**src/gxrp_pkg.sv**
```systemverilog
// Package for the expander read path: bus address, command codes,
// state encoding, drive-strength finger masks and reset values.
// Assumes the link is sampled by ref_clk at 25 MHz.
package gxrp_pkg;

  // ****************************************************************
  // Bus addressing and byte framing
  // ****************************************************************
  localparam logic [3:0] ADDR_HI = 4'h4;     // Fixed upper address nibble
  localparam logic [3:0] BYTE_BITS = 4'h8;   // Bits per byte on the bus
  localparam logic [3:0] LAST_BIT = 4'h7;    // Index of the last data bit
  localparam logic [7:0] PAIR_FLIP = 8'h01;  // Pointer bit picking the pair partner

  // ****************************************************************
  // Command codes of readable registers
  // ****************************************************************
  localparam logic [7:0] CMD_IN0 = 8'h00;   // Input port 0
  localparam logic [7:0] CMD_IN1 = 8'h01;   // Input port 1
  localparam logic [7:0] CMD_OUT0 = 8'h02;  // Output port 0
  localparam logic [7:0] CMD_OUT1 = 8'h03;  // Output port 1
  localparam logic [7:0] CMD_DIR0 = 8'h06;  // Direction port 0
  localparam logic [7:0] CMD_DIR1 = 8'h07;  // Direction port 1
  localparam logic [7:0] CMD_DRV0 = 8'h40;  // Drive codes pins 0..3
  localparam logic [7:0] CMD_DRV1 = 8'h41;  // Drive codes pins 4..7
  localparam logic [7:0] CMD_DRV2 = 8'h42;  // Drive codes pins 8..11
  localparam logic [7:0] CMD_DRV3 = 8'h43;  // Drive codes pins 12..15
  localparam logic [7:0] RD_UNMAPPED = 8'h00; // Value of unknown commands

  // ****************************************************************
  // Drive strength finger masks (one bit per finger pair)
  // ****************************************************************
  localparam logic [3:0] FING_00 = 4'h1;  // Quarter strength
  localparam logic [3:0] FING_01 = 4'h3;  // Half strength
  localparam logic [3:0] FING_10 = 4'h3;  // Half strength
  localparam logic [3:0] FING_11 = 4'hF;  // Full strength

  // ****************************************************************
  // Reset values
  // ****************************************************************
  localparam logic [17:0] SYNC_RST = 18'h30000; // Bus lines idle high, pins low
  localparam logic [7:0] PTR_RST = 8'h00;        // Pointer after reset
  localparam logic [15:0] PORT_RST = 16'h0000;   // Input and reference bytes

  // ****************************************************************
  // Bus state machine
  // ****************************************************************
  typedef enum logic [7:0] {
    ST_IDLE = 8'h01,  // Waiting for a start
    ST_ADDR = 8'h02,  // Shifting in address and direction
    ST_AACK = 8'h04,  // Acknowledging the address
    ST_CMD = 8'h08,   // Shifting in the command byte
    ST_CACK = 8'h10,  // Acknowledging the command byte
    ST_TX = 8'h20,    // Shifting out a data byte
    ST_MACK = 8'h40,  // Controller acknowledge slot
    ST_SKIP = 8'h80   // Ignoring the bus until start or stop
  } gxrp_state_e;

endpackage
```
**src/gxrp_core.sv**
```systemverilog
// Serial read path of a 16-bit I/O expander acting as a bus target,
// with per-pin drive strength finger control.
// Assumes SCL, SDA and port pins are asynchronous to ref_clk, and that
// the output, direction and drive settings come from ref_clk logic.
`timescale 1ns/10ps

module gxrp_core (
  input wire logic ref_clk,
  input wire logic reset,
  input wire logic scl_i,
  input wire logic sda_i,
  output logic sda_o,
  output logic sda_oe_n,
  input wire logic [2:0] addr_sel,
  input wire logic [15:0] pin_i,
  input wire logic [15:0] out_val,
  input wire logic [15:0] dir_in,
  input wire logic [31:0] drv_code,
  output logic [15:0] pin_o,
  output logic [15:0] pin_oe_n,
  output logic [63:0] pull_up_fing,
  output logic [63:0] pull_dn_fing,
  output logic int_n
);

  // ****************************************************************
  // Input synchronisers
  // ****************************************************************
  logic [17:0] raw;   // Pins, SCL and SDA as they arrive
  logic [17:0] s1_q;  // First stage, read only by the second
  logic [17:0] s2_q, s3_q;  // Second and third stage
  logic [17:0] f_d, f_q;  // Agreed level, next and current
  logic [17:0] fp_q;  // Agreed level one cycle back

  assign raw = {sda_i, scl_i, pin_i};
  // A change is accepted once the second and third stage agree
  genvar gi;
  generate
    for (gi = 0; gi < 18; gi++) begin : g_sync
      assign f_d[gi] = (s2_q[gi] == s3_q[gi]) ? s3_q[gi] : f_q[gi];
    end
  endgenerate
  // Synchroniser registers
  always_ff @(posedge ref_clk) begin
    if (reset) begin
      s1_q <= gxrp_pkg::SYNC_RST;
      s2_q <= gxrp_pkg::SYNC_RST;
      s3_q <= gxrp_pkg::SYNC_RST;
      f_q <= gxrp_pkg::SYNC_RST;
      fp_q <= gxrp_pkg::SYNC_RST;
    end else begin
      s1_q <= raw;
      s2_q <= s1_q;
      s3_q <= s2_q;
      f_q <= f_d;
      fp_q <= f_q;
    end
  end

  // ****************************************************************
  // Bus events
  // ****************************************************************
  logic [15:0] pins;   // Filtered port pins
  logic scl_rise;      // SCL went high
  logic scl_fall;      // SCL went low
  logic bus_start;     // SDA fell while SCL high
  logic bus_stop;      // SDA rose while SCL high

  assign pins = f_q[15:0];
  assign scl_rise = f_q[16] & ~fp_q[16];
  assign scl_fall = ~f_q[16] & fp_q[16];
  assign bus_start = f_q[16] & fp_q[16] & ~f_q[17] & fp_q[17];
  assign bus_stop = f_q[16] & fp_q[16] & f_q[17] & ~fp_q[17];

  // ****************************************************************
  // Register read selection
  // ****************************************************************
  // Byte returned for a pointer value, with input ports taken live
  function automatic logic [7:0] rd_byte(input logic [7:0] ptr, input logic [15:0] inp);
    logic [7:0] r;
    unique case (ptr)
      gxrp_pkg::CMD_IN0: r = inp[7:0];
      gxrp_pkg::CMD_IN1: r = inp[15:8];
      gxrp_pkg::CMD_OUT0: r = out_val[7:0];
      gxrp_pkg::CMD_OUT1: r = out_val[15:8];
      gxrp_pkg::CMD_DIR0: r = dir_in[7:0];
      gxrp_pkg::CMD_DIR1: r = dir_in[15:8];
      gxrp_pkg::CMD_DRV0: r = drv_code[7:0];
      gxrp_pkg::CMD_DRV1: r = drv_code[15:8];
      gxrp_pkg::CMD_DRV2: r = drv_code[23:16];
      gxrp_pkg::CMD_DRV3: r = drv_code[31:24];
      default: r = gxrp_pkg::RD_UNMAPPED;
    endcase
    return r;
  endfunction

  // ****************************************************************
  // Bus state machine
  // ****************************************************************
  gxrp_pkg::gxrp_state_e st_q, st_d;  // Current and next state
  logic [3:0] bit_q, bit_d;  // Bit count within a byte
  logic [7:0] sh_q, sh_d;  // Receive shift register
  logic [7:0] tx_q, tx_d;  // Transmit shift register
  logic rw_q, rw_d;  // Direction bit of the address
  logic nack_q, nack_d;  // Controller declined the last byte
  logic low_q, low_d;  // Pull SDA low
  logic [7:0] ptr_q, ptr_d;  // Register pointer
  logic [15:0] in_q, in_d;  // Input port register
  logic [15:0] ref_q, ref_d;  // Port state last seen by the controller
  logic [7:0] nxt;  // Byte to be loaded at an acknowledge fall

  // Next-state logic for the bus engine
  always_comb begin
    st_d = st_q;
    bit_d = bit_q;
    sh_d = sh_q;
    tx_d = tx_q;
    rw_d = rw_q;
    nack_d = nack_q;
    low_d = low_q;
    ptr_d = ptr_q;
    in_d = in_q;
    ref_d = ref_q;
    nxt = rd_byte(ptr_q, pins);
    if (bus_start) begin
      // Start or repeated start; pointer is kept across it
      st_d = gxrp_pkg::ST_ADDR;
      bit_d = 4'h0;
      low_d = 1'b0;
    end else if (bus_stop) begin
      // Stop ends everything; registers keep last acknowledged data
      st_d = gxrp_pkg::ST_IDLE;
      low_d = 1'b0;
    end else begin
      unique case (st_q)
        gxrp_pkg::ST_IDLE: low_d = 1'b0;
        gxrp_pkg::ST_ADDR: begin
          if (scl_rise) begin
            sh_d = {sh_q[6:0], f_q[17]};
            bit_d = bit_q + 4'h1;
          end else if (scl_fall && bit_q == gxrp_pkg::BYTE_BITS) begin
            bit_d = 4'h0;
            if (sh_q[7:1] == {gxrp_pkg::ADDR_HI, addr_sel}) begin
              // Our address: latch direction and acknowledge
              st_d = gxrp_pkg::ST_AACK;
              rw_d = sh_q[0];
              low_d = 1'b1;
            end else begin
              st_d = gxrp_pkg::ST_SKIP;
            end
          end
        end
        gxrp_pkg::ST_AACK: begin
          if (scl_fall) begin
            bit_d = 4'h0;
            if (rw_q) begin
              // Read: capture pins and send the selected register
              in_d = pins;
              tx_d = nxt;
              low_d = ~nxt[7];
              st_d = gxrp_pkg::ST_TX;
            end else begin
              low_d = 1'b0;
              st_d = gxrp_pkg::ST_CMD;
            end
          end
        end
        gxrp_pkg::ST_CMD: begin
          if (scl_rise) begin
            sh_d = {sh_q[6:0], f_q[17]};
            bit_d = bit_q + 4'h1;
          end else if (scl_fall && bit_q == gxrp_pkg::BYTE_BITS) begin
            // Command byte selects the register
            ptr_d = sh_q;
            bit_d = 4'h0;
            low_d = 1'b1;
            st_d = gxrp_pkg::ST_CACK;
          end
        end
        gxrp_pkg::ST_CACK: begin
          if (scl_fall) begin
            // Write data is not handled; wait for restart or stop
            low_d = 1'b0;
            st_d = gxrp_pkg::ST_SKIP;
          end
        end
        gxrp_pkg::ST_TX: begin
          if (scl_fall) begin
            bit_d = bit_q + 4'h1;
            if (bit_q == gxrp_pkg::LAST_BIT) begin
              // Release SDA for the controller acknowledge
              low_d = 1'b0;
              st_d = gxrp_pkg::ST_MACK;
            end else begin
              tx_d = {tx_q[6:0], 1'b0};
              low_d = ~tx_q[6];
            end
          end
        end
        gxrp_pkg::ST_MACK: begin
          if (scl_rise) begin
            nack_d = f_q[17];
            // Port just read is now seen; interrupt source clears here
            if (ptr_q == gxrp_pkg::CMD_IN0) begin
              ref_d[7:0] = in_q[7:0];
            end else if (ptr_q == gxrp_pkg::CMD_IN1) begin
              ref_d[15:8] = in_q[15:8];
            end
          end else if (scl_fall) begin
            // Capture pins, step to the pair partner
            in_d = pins;
            ptr_d = ptr_q ^ gxrp_pkg::PAIR_FLIP;
            nxt = rd_byte(ptr_q ^ gxrp_pkg::PAIR_FLIP, pins);
            bit_d = 4'h0;
            if (nack_q) begin
              // Controller is done; any length is accepted
              low_d = 1'b0;
              st_d = gxrp_pkg::ST_SKIP;
            end else begin
              tx_d = nxt;
              low_d = ~nxt[7];
              st_d = gxrp_pkg::ST_TX;
            end
          end
        end
        gxrp_pkg::ST_SKIP: low_d = 1'b0;
        default: begin
          st_d = gxrp_pkg::ST_IDLE;
          low_d = 1'b0;
        end
      endcase
    end
  end

  // Bus engine registers; reset returns all to defaults
  always_ff @(posedge ref_clk) begin
    if (reset) begin
      st_q <= gxrp_pkg::ST_IDLE;
      bit_q <= 4'h0;
      sh_q <= 8'h00;
      tx_q <= 8'h00;
      rw_q <= 1'b0;
      nack_q <= 1'b0;
      low_q <= 1'b0;
      ptr_q <= gxrp_pkg::PTR_RST;
      in_q <= gxrp_pkg::PORT_RST;
      ref_q <= gxrp_pkg::PORT_RST;
    end else begin
      st_q <= st_d;
      bit_q <= bit_d;
      sh_q <= sh_d;
      tx_q <= tx_d;
      rw_q <= rw_d;
      nack_q <= nack_d;
      low_q <= low_d;
      ptr_q <= ptr_d;
      in_q <= in_d;
      ref_q <= ref_d;
    end
  end

  // SDA is open drain: drive low only
  assign sda_o = 1'b0;
  assign sda_oe_n = ~low_q;

  // ****************************************************************
  // Output stage control
  // ****************************************************************
  logic [63:0] pu_d, pu_q;  // High-side finger enables
  logic [63:0] pd_d, pd_q;  // Low-side finger enables
  logic [15:0] oen_d, oen_q;  // Pin enables
  logic [15:0] po_q;  // Pin data
  logic irq_d, irq_q;  // Input differs from last read value
  // Per-pin finger selection from strength, direction and data
  genvar gp;
  generate
    for (gp = 0; gp < 16; gp++) begin : g_pin
      logic [3:0] mask;  // Active finger pairs for this pin
      always_comb begin
        mask = gxrp_pkg::FING_00;
        unique case (drv_code[2*gp +: 2])
          2'h0: mask = gxrp_pkg::FING_00;
          2'h1: mask = gxrp_pkg::FING_01;
          2'h2: mask = gxrp_pkg::FING_10;
          2'h3: mask = gxrp_pkg::FING_11;
        endcase
      end
      // Only an output pin drives, high or low side by its data
      assign pu_d[4*gp +: 4] = (~dir_in[gp] & out_val[gp]) ? mask : 4'h0;
      assign pd_d[4*gp +: 4] = (~dir_in[gp] & ~out_val[gp]) ? mask : 4'h0;
      assign oen_d[gp] = dir_in[gp];
    end
  endgenerate
  // Interrupt request: an input pin changed since the controller saw it
  assign irq_d = |((pins ^ ref_q) & dir_in);

  // Output stage registers
  always_ff @(posedge ref_clk) begin
    if (reset) begin
      pu_q <= 64'h0000000000000000;
      pd_q <= 64'h0000000000000000;
      oen_q <= 16'hFFFF;
      po_q <= 16'h0000;
      irq_q <= 1'b0;
    end else begin
      pu_q <= pu_d;
      pd_q <= pd_d;
      oen_q <= oen_d;
      po_q <= out_val;
      irq_q <= irq_d;
    end
  end
  assign pull_up_fing = pu_q;
  assign pull_dn_fing = pd_q;
  assign pin_oe_n = oen_q;
  assign pin_o = po_q;
  assign int_n = ~irq_q;

endmodule

```
**config.mk**
```make
export PLATFORM = sky130hd
export DESIGN_NAME = gxrp_core
export DESIGN_NICKNAME = d
export VERILOG_FILES = /design/src/gxrp_pkg.sv /design/src/gxrp_core.sv
export SDC_FILE = /design/constraint.sdc
export NUM_CORES = 1
export LEC_CHECK = 0
export ABC_AREA = 1
export BUFFER_PORTS_ARGS = -buffer_cell sky130_fd_sc_hd__buf_4
export CORE_UTILIZATION = 48
export DETAILED_ROUTE_END_ITERATION = 7
export MAX_ROUTING_LAYER = met4
export PLACE_DENSITY = 0.75
export SETUP_SLACK_MARGIN = 0.3
export SLEW_MARGIN = 40
export SYNTH_ARGS = -nofsm -noshare
export SYNTH_HDL_FRONTEND = slang
export SYNTH_SLANG_ARGS = --single-unit
```
**constraint.sdc**
```tcl
create_clock -name ref_clk -period 1.63 [get_ports ref_clk]
set_input_delay 0.0815 -clock ref_clk [delete_from_list [all_inputs] [get_ports ref_clk]]
set_output_delay 0.0815 -clock ref_clk [all_outputs]
set_load 0.01 [all_outputs]
```
Word level (Yosys, flattened, before mapping):

Cells that the tools add are included.

* flip-flop bits (word level): 321
* RAM bits: 0
* memories kept: 0
* input port bits: 87
* output and inout bits: 163
* logic and storage cells: 479
* latch bits: 0
* ROM bits: 0

* divide/modulo/power cells: 0
* $add $sub $neg: 1
* $mul: 0
* mux-type cells: 77
* bitwise logic cells: 121
* reductions and logical operators: 89
* order comparisons: 0
* equal/unequal tests: 121
* shift-type cells: 0

Operator list (count)
* $pmux 4 s3: 16
* $pmux 8 s10: 2
* $mux 8: 19
* $reduce_or 2->1: 51
* $not 1->1: 80
* $eq 8x7->1 const B: 9
* $eq 2x2->1 const B: 32
* $mux 16: 4
* $pmux 8 s7: 1
* $mux 7: 7
* $eq 8x2->1 const B: 5
* $eq 8x3->1 const B: 5
* $ne 4x4->1 const B: 10
* $and 1x1->1: 39
* $eq 2x1->1 const B: 16
* $logic_not 2->1: 16
* $pmux 16 s2: 1
* $ne 2x2->1 const B: 14
* $eq 8x1->1 const B: 3
* $reduce_and 11->1: 2
* $pmux 7 s3: 1
* $mux 4: 5
* $reduce_and 10->1: 2
* $eq 1x1->1: 18
* 28 further kinds: 51

Depth between registers and ports, before layout:

Gate-level depths: netlist (run 1).

* depth in word-level cells: 13
* mapped depth: 13
* gate-level depth less buffers: 13

Worst setup path before layout (run 1):

Ideal clock, no wire load.

* path type: register to register
* from: register bit_q[0]
* to: register st_q[6]
* path slack: -0.009 ns
* setup time: 0.115 ns
* stages on the path, launching flop included: 12
* required time: 1.515 ns
* clock period less this slack: 1.639 ns
* arrival time: 1.524 ns
* buffers on the path: 0
* cells stage by stage: dfxtp_1 -> inv_1 -> ha_1 -> nand3_1 -> nor2_4 -> inv_1 -> nand2_1 -> o21ai_1 -> nor3_2 -> nand2_4 -> o21ai_1 -> nor2_1

* cells in the longest elaborated chain, start to end: 4
* elaborated cells on any way between the ends: 7
* those cells by class: eq/ne: 5; reduce/logical: 2

Ends and longest elaborated chain
* start, declared: RTL line gxrp_core.sv:101 `logic [3:0] bit_q, bit_d;`
* start signal, assigned: RTL line gxrp_core.sv:250 `bit_q <= bit_d;`
* $eq 4x4->1: RTL line gxrp_core.sv:141, gxrp_core.sv:172
* $logic_and 1x1->1: RTL line gxrp_core.sv:141, gxrp_core.sv:172
* $ne 2x2->1 (no source line)
* $reduce_and 11->1 (no source line) *
* end signal, assigned: RTL line gxrp_core.sv:238 `st_q <= gxrp_pkg::ST_IDLE;`
* end signal, assigned: RTL line gxrp_core.sv:249 `st_q <= st_d;`
* end, declared: RTL line gxrp_core.sv:100 `gxrp_pkg::gxrp_state_e st_q, st_d;`

Every way passes the cells marked *; elsewhere a longest branch is shown, timed or not.
A chain may end at the register's enable or synchronous reset.

Worst setup path after layout (run 1):

* from: register st_q[4]
* to: register in_q[13]

* cells in the longest elaborated chain, start to end: 3
* elaborated cells on any way between the ends: 9
* those cells by class: eq/ne: 6; mux: 1; reduce/logical: 2

Ends and longest elaborated chain
* $eq 8x3->1 or $eq 8x7->1 (tied branches): RTL line gxrp_core.sv:135 `unique case (st_q)`
* $ne 2x2->1 (no source line) or $reduce_bool 2->1 (tied branches)
* $reduce_and 7->1 (no source line)
* end signal, assigned: RTL line gxrp_core.sv:246 `in_q <= gxrp_pkg::PORT_RST;`
* end signal, assigned: RTL line gxrp_core.sv:257 `in_q <= in_d;`
* end, declared: RTL line gxrp_core.sv:108 `logic [15:0] in_q, in_d;`

Several ways; a longest one is shown, not always the timed one.

==> qor.yml, run 1 <==
status: "complete, but fails checks"
violations: "negative setup slack"
cts.clk_slew.worst_paths_ns: 0.06
core-area_sq_um: 21800
track_usage_pct: 31.3
fillCellCount: 1547
synth_seq_cells: 273
synth.avg_cell_area_sq_um: 7.60
fin_crit_sh_pct: 108
grt_antenna_before_repair: 0
core.rowCount: 54
dp_hpwl_microns: 23700
drv_slew: 0
final_core_util_pct: 74.8
synthTopCellsByArea: "dfxtp_1, inv_1, nor2_1, o21ai_0, a21oi_1"
dieHeight_microns: 151
worstPathRequired_ns: 2.10
syn_area_sq_um: 10600
dpl.cell_count: 1936
avgViaCountPerCell: 5.17
start_util_pct: 48.8
cts-root-buf: "clkbuf_16"
insertion_delay_ns: 0.56
synth_fp_nets: 1487
htreeDepth: 1
fin_crit_ns: 1.76
die_w_microns: 151
powerDensity_nw_per_um2: 989
max-cap-violations: 0
nNetsFinal: 1922
cp-end-kind: "flop"
globalRouteOverflowTotal: 0
multi_input_area_sq_um: 4490
dieArea_sq_um: 22700
syn_inst: 1398
gp_congestion: 0.963
synth_top_area_share_pct: 51.4
hold_start: "reset"
grt_max_degree: 67
cts_buffer_depth: 3
wire_per_inst_microns: 16.9
ys.warnings.count: 0
io_buffers: 248
drt_iter0_drc: 784
numCtsBuffers: 27
area.sequential_sq_um: 5520
path_max_fanout: 8
grt_pass1_vias: 10700
yosysTopAreaCell: "dfxtp_1"
grt_first_pass_wirelength_microns: 54200
peakVddDrop_v: 0.000872
cts_tree: "yes"
arrival_ns: 2.24
pin_count: 250
hold-worst-slack_ns: 0.0127
max_slew_margin_pct: 51.2
diodes: 0
postRouteAntennaNets: 0
drc: 0
timing.fmax_mhz: 567
post_route_cells_drive_above_1_share_pct: 34.0
final_cells: 2132
ys_seq_area_share_pct: 51.4
rsz0062_at_grt: "true"
synth_cell_types: 35
cts.sinks: 273
skew_ns: 0.0195
syn_to_final_growth_pct: 53.1
dr.pass1.iters: 6
leakagePower_nw: 7.48
via_count: 11000
finalSetupViolCount: 53
worst_pin_slew_ns: 0.732
hold_viol: 0
startpoint_type: "flop"
holdCritPathClass: "in2reg"
reg2reg_from: "st_q[4]"
worst_slack_ns: -0.133
wirelength_microns: 36000
path_class: "reg2reg"
cp-startpoint: "st_q[4]"
## layout make-up
| type | instances | area share [%] |
|---|---|---|
| clock buffer | 37 | 4.69 |
| timing repair inverter | 1 | 0.0461 |
| tap | 280 | 2.15 |
| sequential | 273 | 33.9 |
| multi-input combinational | 810 | 27.6 |
| clock inverter | 11 | 0.846 |
| timing repair buffer | 471 | 24.7 |
| inverter | 249 | 5.98 |
## cell usage after synthesis
| cell | instances |
|---|---|
| dfxtp_1 | 273 |
| inv_1 | 243 |
| nor2_1 | 235 |
| nand2_1 | 138 |
| o21ai_0 | 114 |
| a21oi_1 | 109 |
| nand3_1 | 59 |
| o22ai_1 | 38 |
| nor3_1 | 37 |
| buf_4 | 36 |
| clkbuf_1 | 18 |
| o21ai_1 | 14 |
| buf_2 | 12 |
| nand4_1 | 9 |
| nand2_2 | 7 |
| nor2_2 | 7 |
| or2_2 | 7 |
| inv_2 | 6 |
| nand3b_1 | 4 |
| nor2_4 | 4 |
| a21o_1 | 3 |
| nand3_2 | 3 |
| nor3_2 | 3 |
| xnor2_1 | 3 |
| xor2_1 | 3 |
| ha_1 | 2 |
| nor4_1 | 2 |
| o2111ai_1 | 2 |
| a211oi_1 | 1 |
| buf_6 | 1 |
| conb_1 | 1 |
| nand2_4 | 1 |
| nand4_4 | 1 |
| o211ai_1 | 1 |
| or2_1 | 1 |
## power breakdown
group	internal (W)	switching [W]	total (W)
Clock	0.00362	0.00271	0.00633
Combinational	0.00121	0.00141	0.00262
Sequential	0.00696	0.000174	0.00713
## layer usage
layer	global-route usage (%)	share of wire [%]	vias to the layer above
met5	-	0	-
met4	11.5	3.4	0
met3	4.31	7.6	114
met2	53.9	49	507
met1	37.1	40	5128
li1	-	-	5271
## critical path, stage by stage (launching register included)
cell,delay (ns)
dfxtp_2,0.34
inv_2,0.07
nand2_1,0.06
nor3_2,0.15
buf_4,0.16
nand3_2,0.09
nand2_2,0.11
nand3b_1,0.16
inv_2,0.10
buf_12,0.15
buf_16,0.13
a21oi_1,0.15
## logic make-up after synthesis
kind of cell	Yosys count	share of synthesized area [%]
AOI/OAI and AO/OA	282	13.9
other	1	0.0353
adders and majority gates	2	0.236
and+or+nand+nor	518	21.2
DFF	273	51.4
xor gates and xnor gates	6	0.495
buffers and inverters	316	12.6
## metrics by stage
step	setup TNS (ns)	total power, W	area (sq um)	setup slack (ns)
floorplan	0	0.00826	10800	0.0591
global placement	-2.88	0.00903	13200	-0.142
detailed placement	-3.31	0.00905	13200	-0.186
CTS	-1.33	0.0159	15900	-0.0813
global route	-8.02	0.0166	16300	-0.225
finish	-3.34	0.0161	16300	-0.133
## what timing repair did
item                                    4_1_cts  5_1_grt
setup buffers                                27        9
resized for setup                           138      106
cloned                                        5        1
hold endpoints to repair                    149       10
endpoints found under the setup margin       69       90
hold buffers                                105        3
pin swaps                                    58       40
## placed cells by master, fill, tap and decap left out, drive strengths merged
| cell | netlist | routed |
|---|---|---|
| nand3b | 4 | 4 |
| nand4 | 10 | 10 |
| dlymetal6s4s | 0 | 1 |
| o2111ai | 2 | 2 |
| nor4 | 2 | 2 |
| dlygate4sd3 | 0 | 105 |
| clkbuf | 18 | 38 |
| o21ai | 128 | 128 |
| buf | 49 | 364 |
| a21o | 3 | 3 |
| inv | 249 | 249 |
| nor3 | 40 | 40 |
| o211ai | 1 | 1 |
| bufinv | 0 | 2 |
| nor2 | 246 | 246 |
| clkinv | 0 | 6 |
| a211oi | 1 | 1 |
| a21oi | 109 | 109 |
| o22ai | 38 | 38 |
| clkinvlp | 0 | 4 |
| dfxtp | 273 | 273 |
| or2 | 8 | 8 |
| xnor2 | 3 | 3 |
| ha | 2 | 2 |
| nand3 | 62 | 62 |
| conb | 1 | 1 |
| xor2 | 3 | 3 |
| nand2 | 146 | 147 |
## state kept, by name, summed over array words and instances, names as in the netlist, 8 cells and up
register      count
pull_dn_fing     48
pull_up_fing     48
f_q              18
s1_q             18
s2_q             18
s3_q             18
in_q             16
pin_o            16
pin_oe_n         16
ref_q            16
ptr_q             8
sh_q              8
st_q              8
## worst paths after layout
kind	endpoint	depth (start not counted)	slack, ns
min	bit_q[1]	5	0.01
max	in_q[13]	11	-0.13
min reg2reg	s2_q[7]	2	0.40
max reg2reg	in_q[13]	11	-0.13
Power figures use the tool's default switching activity.
==> run 2, diff against run 1 <==
Settings changed: SKIP_LAST_GASP set to 1.
==> run 2 against run 1 <==
  * The run still ends with negative setup slack left
  * Worst hold slack better by 0.0080 ns
  * Die area unchanged
  * Setup slack got worse by 0.012 ns
  * First-iteration DRC count up 5.1%
  * Global-route usage down 0.12 points
  * Power rose by 0.54%
  * Count of clock-buffer cells in the layout unchanged
  * Final cell count up 0.52%
  * Largest cell class unchanged
  * Critical path type unchanged
==> qor.yml, run 2 (synthesis gave the netlist of run 1 again) <==
status: "complete, but fails checks"  # unchanged
violations: "negative setup slack"  # unchanged
nNetsFinal: 1933  # was 1922
fin_crit_ns: 1.77  # was 1.76 ns
clock_power_share_pct: 39.1  # was 39.4%
hold_viol: 0  # unchanged
htreeDepth: 1  # unchanged
startpoint_type: "flop"  # unchanged
track_usage_pct: 31.2  # was 31.3%
core-area_sq_um: 21800  # unchanged
die_w_microns: 151  # unchanged
grt_max_degree: 67  # unchanged
skew_ns: 0.0164  # was 0.0195 ns
globalRouteOverflowTotal: 0  # unchanged
switching_share_pct: 26.7  # about the same
fillCellCount: 1537  # was 1547
hold_depth: 5  # unchanged
cts-root-buf: "clkbuf_16"  # unchanged
worst_pin_slew_ns: 0.739  # was 0.732 ns
mostFrequentLayoutCell: "buf_4"  # unchanged
internal-power_w: 0.0119  # was 0.0118 W
hold_path_end: "bit_q[1]"  # unchanged
dieArea_sq_um: 22700  # unchanged
r2r_slack_ns: -0.14  # was -0.13 ns
peakVddDrop_v: 0.000871  # was 0.000872 V
max-cap-violations: 0  # unchanged
avgViaCountPerCell: 5.18  # was 5.17
switching_power_w: 0.00431  # was 0.00429 W
fin_crit_sh_pct: 109  # was 108%
insertion_delay_ns: 0.55  # was 0.56 ns
leakagePower_nw: 7.56  # was 7.48 nW
io_buffers: 248  # unchanged
numCtsBuffers: 27  # unchanged
cp-end-kind: "flop"  # unchanged
post_route_cells_drive_above_1_share_pct: 34.8  # was 34.0%
design_area_sq_um: 16500  # was 16300 sq um
grt_antenna_before_repair: 0  # unchanged
powerDensity_nw_per_um2: 983  # was 989 nW/um^2
wirelength_microns: 36300  # was 36000 microns
syn_to_final_growth_pct: 54.9  # was 53.1%
holdCritPathClass: "in2reg"  # unchanged
reg2reg_from: "st_q[3]"  # was st_q[4]
dpl-instance-area_sq_um: 13200  # unchanged
postRouteAntennaNets: 0  # unchanged
cts.sinks: 273  # unchanged
pin_count: 250  # unchanged
area.sequential_sq_um: 5520  # about the same
cts.clk_slew.worst_paths_ns: 0.06  # about the same
tns_ns: -3.36  # was -3.34 ns
worstPathRequired_ns: 2.06  # was 2.10 ns
via_count: 11100  # was 11000
cts_buffer_depth: 3  # unchanged
grt_first_pass_wirelength_microns: 54100  # was 54200 microns
start_util_pct: 48.8  # unchanged
worstReg2RegEnd: "st_q[0]"  # was in_q[13]
power_frac_seq_pct: 44.1  # was 44.3%
path_class: "reg2reg"  # unchanged
drv_slew: 0  # unchanged
drt_iter0_drc: 824  # was 784
finalPower_w: 0.0162  # was 0.0161 W
cts_tree: "yes"  # unchanged
core.rowCount: 54  # unchanged
arrival_ns: 2.21  # was 2.24 ns
pre_cts_slack_ns: -0.186  # unchanged
multi_input_area_sq_um: 4540  # was 4490 sq um
finalSetupViolCount: 45  # was 53
timing.fmax_mhz: 564  # was 567 MHz
grt_pass1_vias: 10600  # was 10700
combPwrFrac_pct: 16.7  # was 16.3%
gp_congestion: 0.963  # unchanged
rr_worst_depth: 13  # was 11
hold_start: "reset"  # unchanged
dp_hpwl_microns: 23700  # unchanged
rsz0062_at_grt: "true"  # unchanged
path_max_fanout: 5  # was 8
diodes: 0  # unchanged
mostFrequentLayoutCells: "buf_4, dfxtp_1, inv_1"  # unchanged
wire_per_inst_microns: 17.0  # was 16.9 microns
drc: 0  # unchanged
max_slew_margin_pct: 50.7  # was 51.2%
worst_slack_ns: -0.144  # was -0.133 ns
dieHeight_microns: 151  # unchanged
dr.pass1.iters: 6  # unchanged
## run 2: worst max-delay path: stages (launching register included)
cell,delay [ns]
dfxtp_4,0.36
buf_4,0.15
nor2_4,0.09
nand3_2,0.11
nor2_4,0.16
inv_2,0.07
nand2_4,0.12
nand2_8,0.09
o21ai_0,0.13
nor2_1,0.13
nand2_4,0.09
nand2_2,0.05
nand2_2,0.05
nand3_2,0.06
## run 2: worst max path at each step
stage                   from        to  slack, ns  depth (start not counted)
floorplan           bit_q[1]   st_q[6]       0.06                         11
global placement    ptr_q[0]   tx_q[6]      -0.14                         12
detailed placement  ptr_q[5]   tx_q[5]      -0.19                         12
CTS                  st_q[1]  in_q[13]      -0.08                         12
global route         st_q[3]   st_q[0]      -0.28                         13
finish               st_q[3]   st_q[0]      -0.14                         13
## run 2: layout make-up
cell class	instances	area share, %
sequential	273	33.5
multi-input combinational	810	27.6
tap	280	2.13
clock buffer	37	4.64
inverter	249	5.97
clock inverter	11	0.836
timing repair buffer	482	25.3
timing repair inverter	1	0.0456
## run 2: power by group through the flow
| stage | Combinational, W | Clock [W] | Sequential [W] |
|---|---|---|---|
| after floorplan | 0.000982 | 0 | 0.00728 |
| after global placement | 0.00179 | 0 | 0.00724 |
| after detailed placement | 0.00180 | 0 | 0.00725 |
| after CTS | 0.00239 | 0.00634 | 0.00712 |
| after global routing | 0.00291 | 0.00666 | 0.00716 |
| final | 0.00271 | 0.00632 | 0.00714 |
## run 2: metrics by stage
step / instances / hold WS [ns] / util, %
global placement: 1936 / 0.267 / 60.8
global route: 2143 / 0.0284 / 75.6
CTS: 2121 / 0.00226 / 72.7
finish: 2143 / 0.0206 / 75.6
floorplan: 1398 / 0.165 / -
detailed placement: 1936 / 0.269 / 60.8
## run 2: layer usage
metal | up-vias | wire [microns] | track usage (%)
li1 | 5295 | - | -
met1 | 5186 | 14100 | 37.2
met2 | 519 | 18000 | 53.5
met3 | 106 | 2880 | 4.46
met4 | 0 | 1290 | 11.3
met5 | - | 0 | -
## run 2: timing repair
action / CTS / global route
gates cloned: 5 / 1
pin swaps: 57 / 55
hold buffers: 105 / 3
gates resized for setup: 118 / 154
endpoints found under the setup margin: 69 / 90
hold endpoints to repair: 149 / 10
buffers inserted: 27 / 20
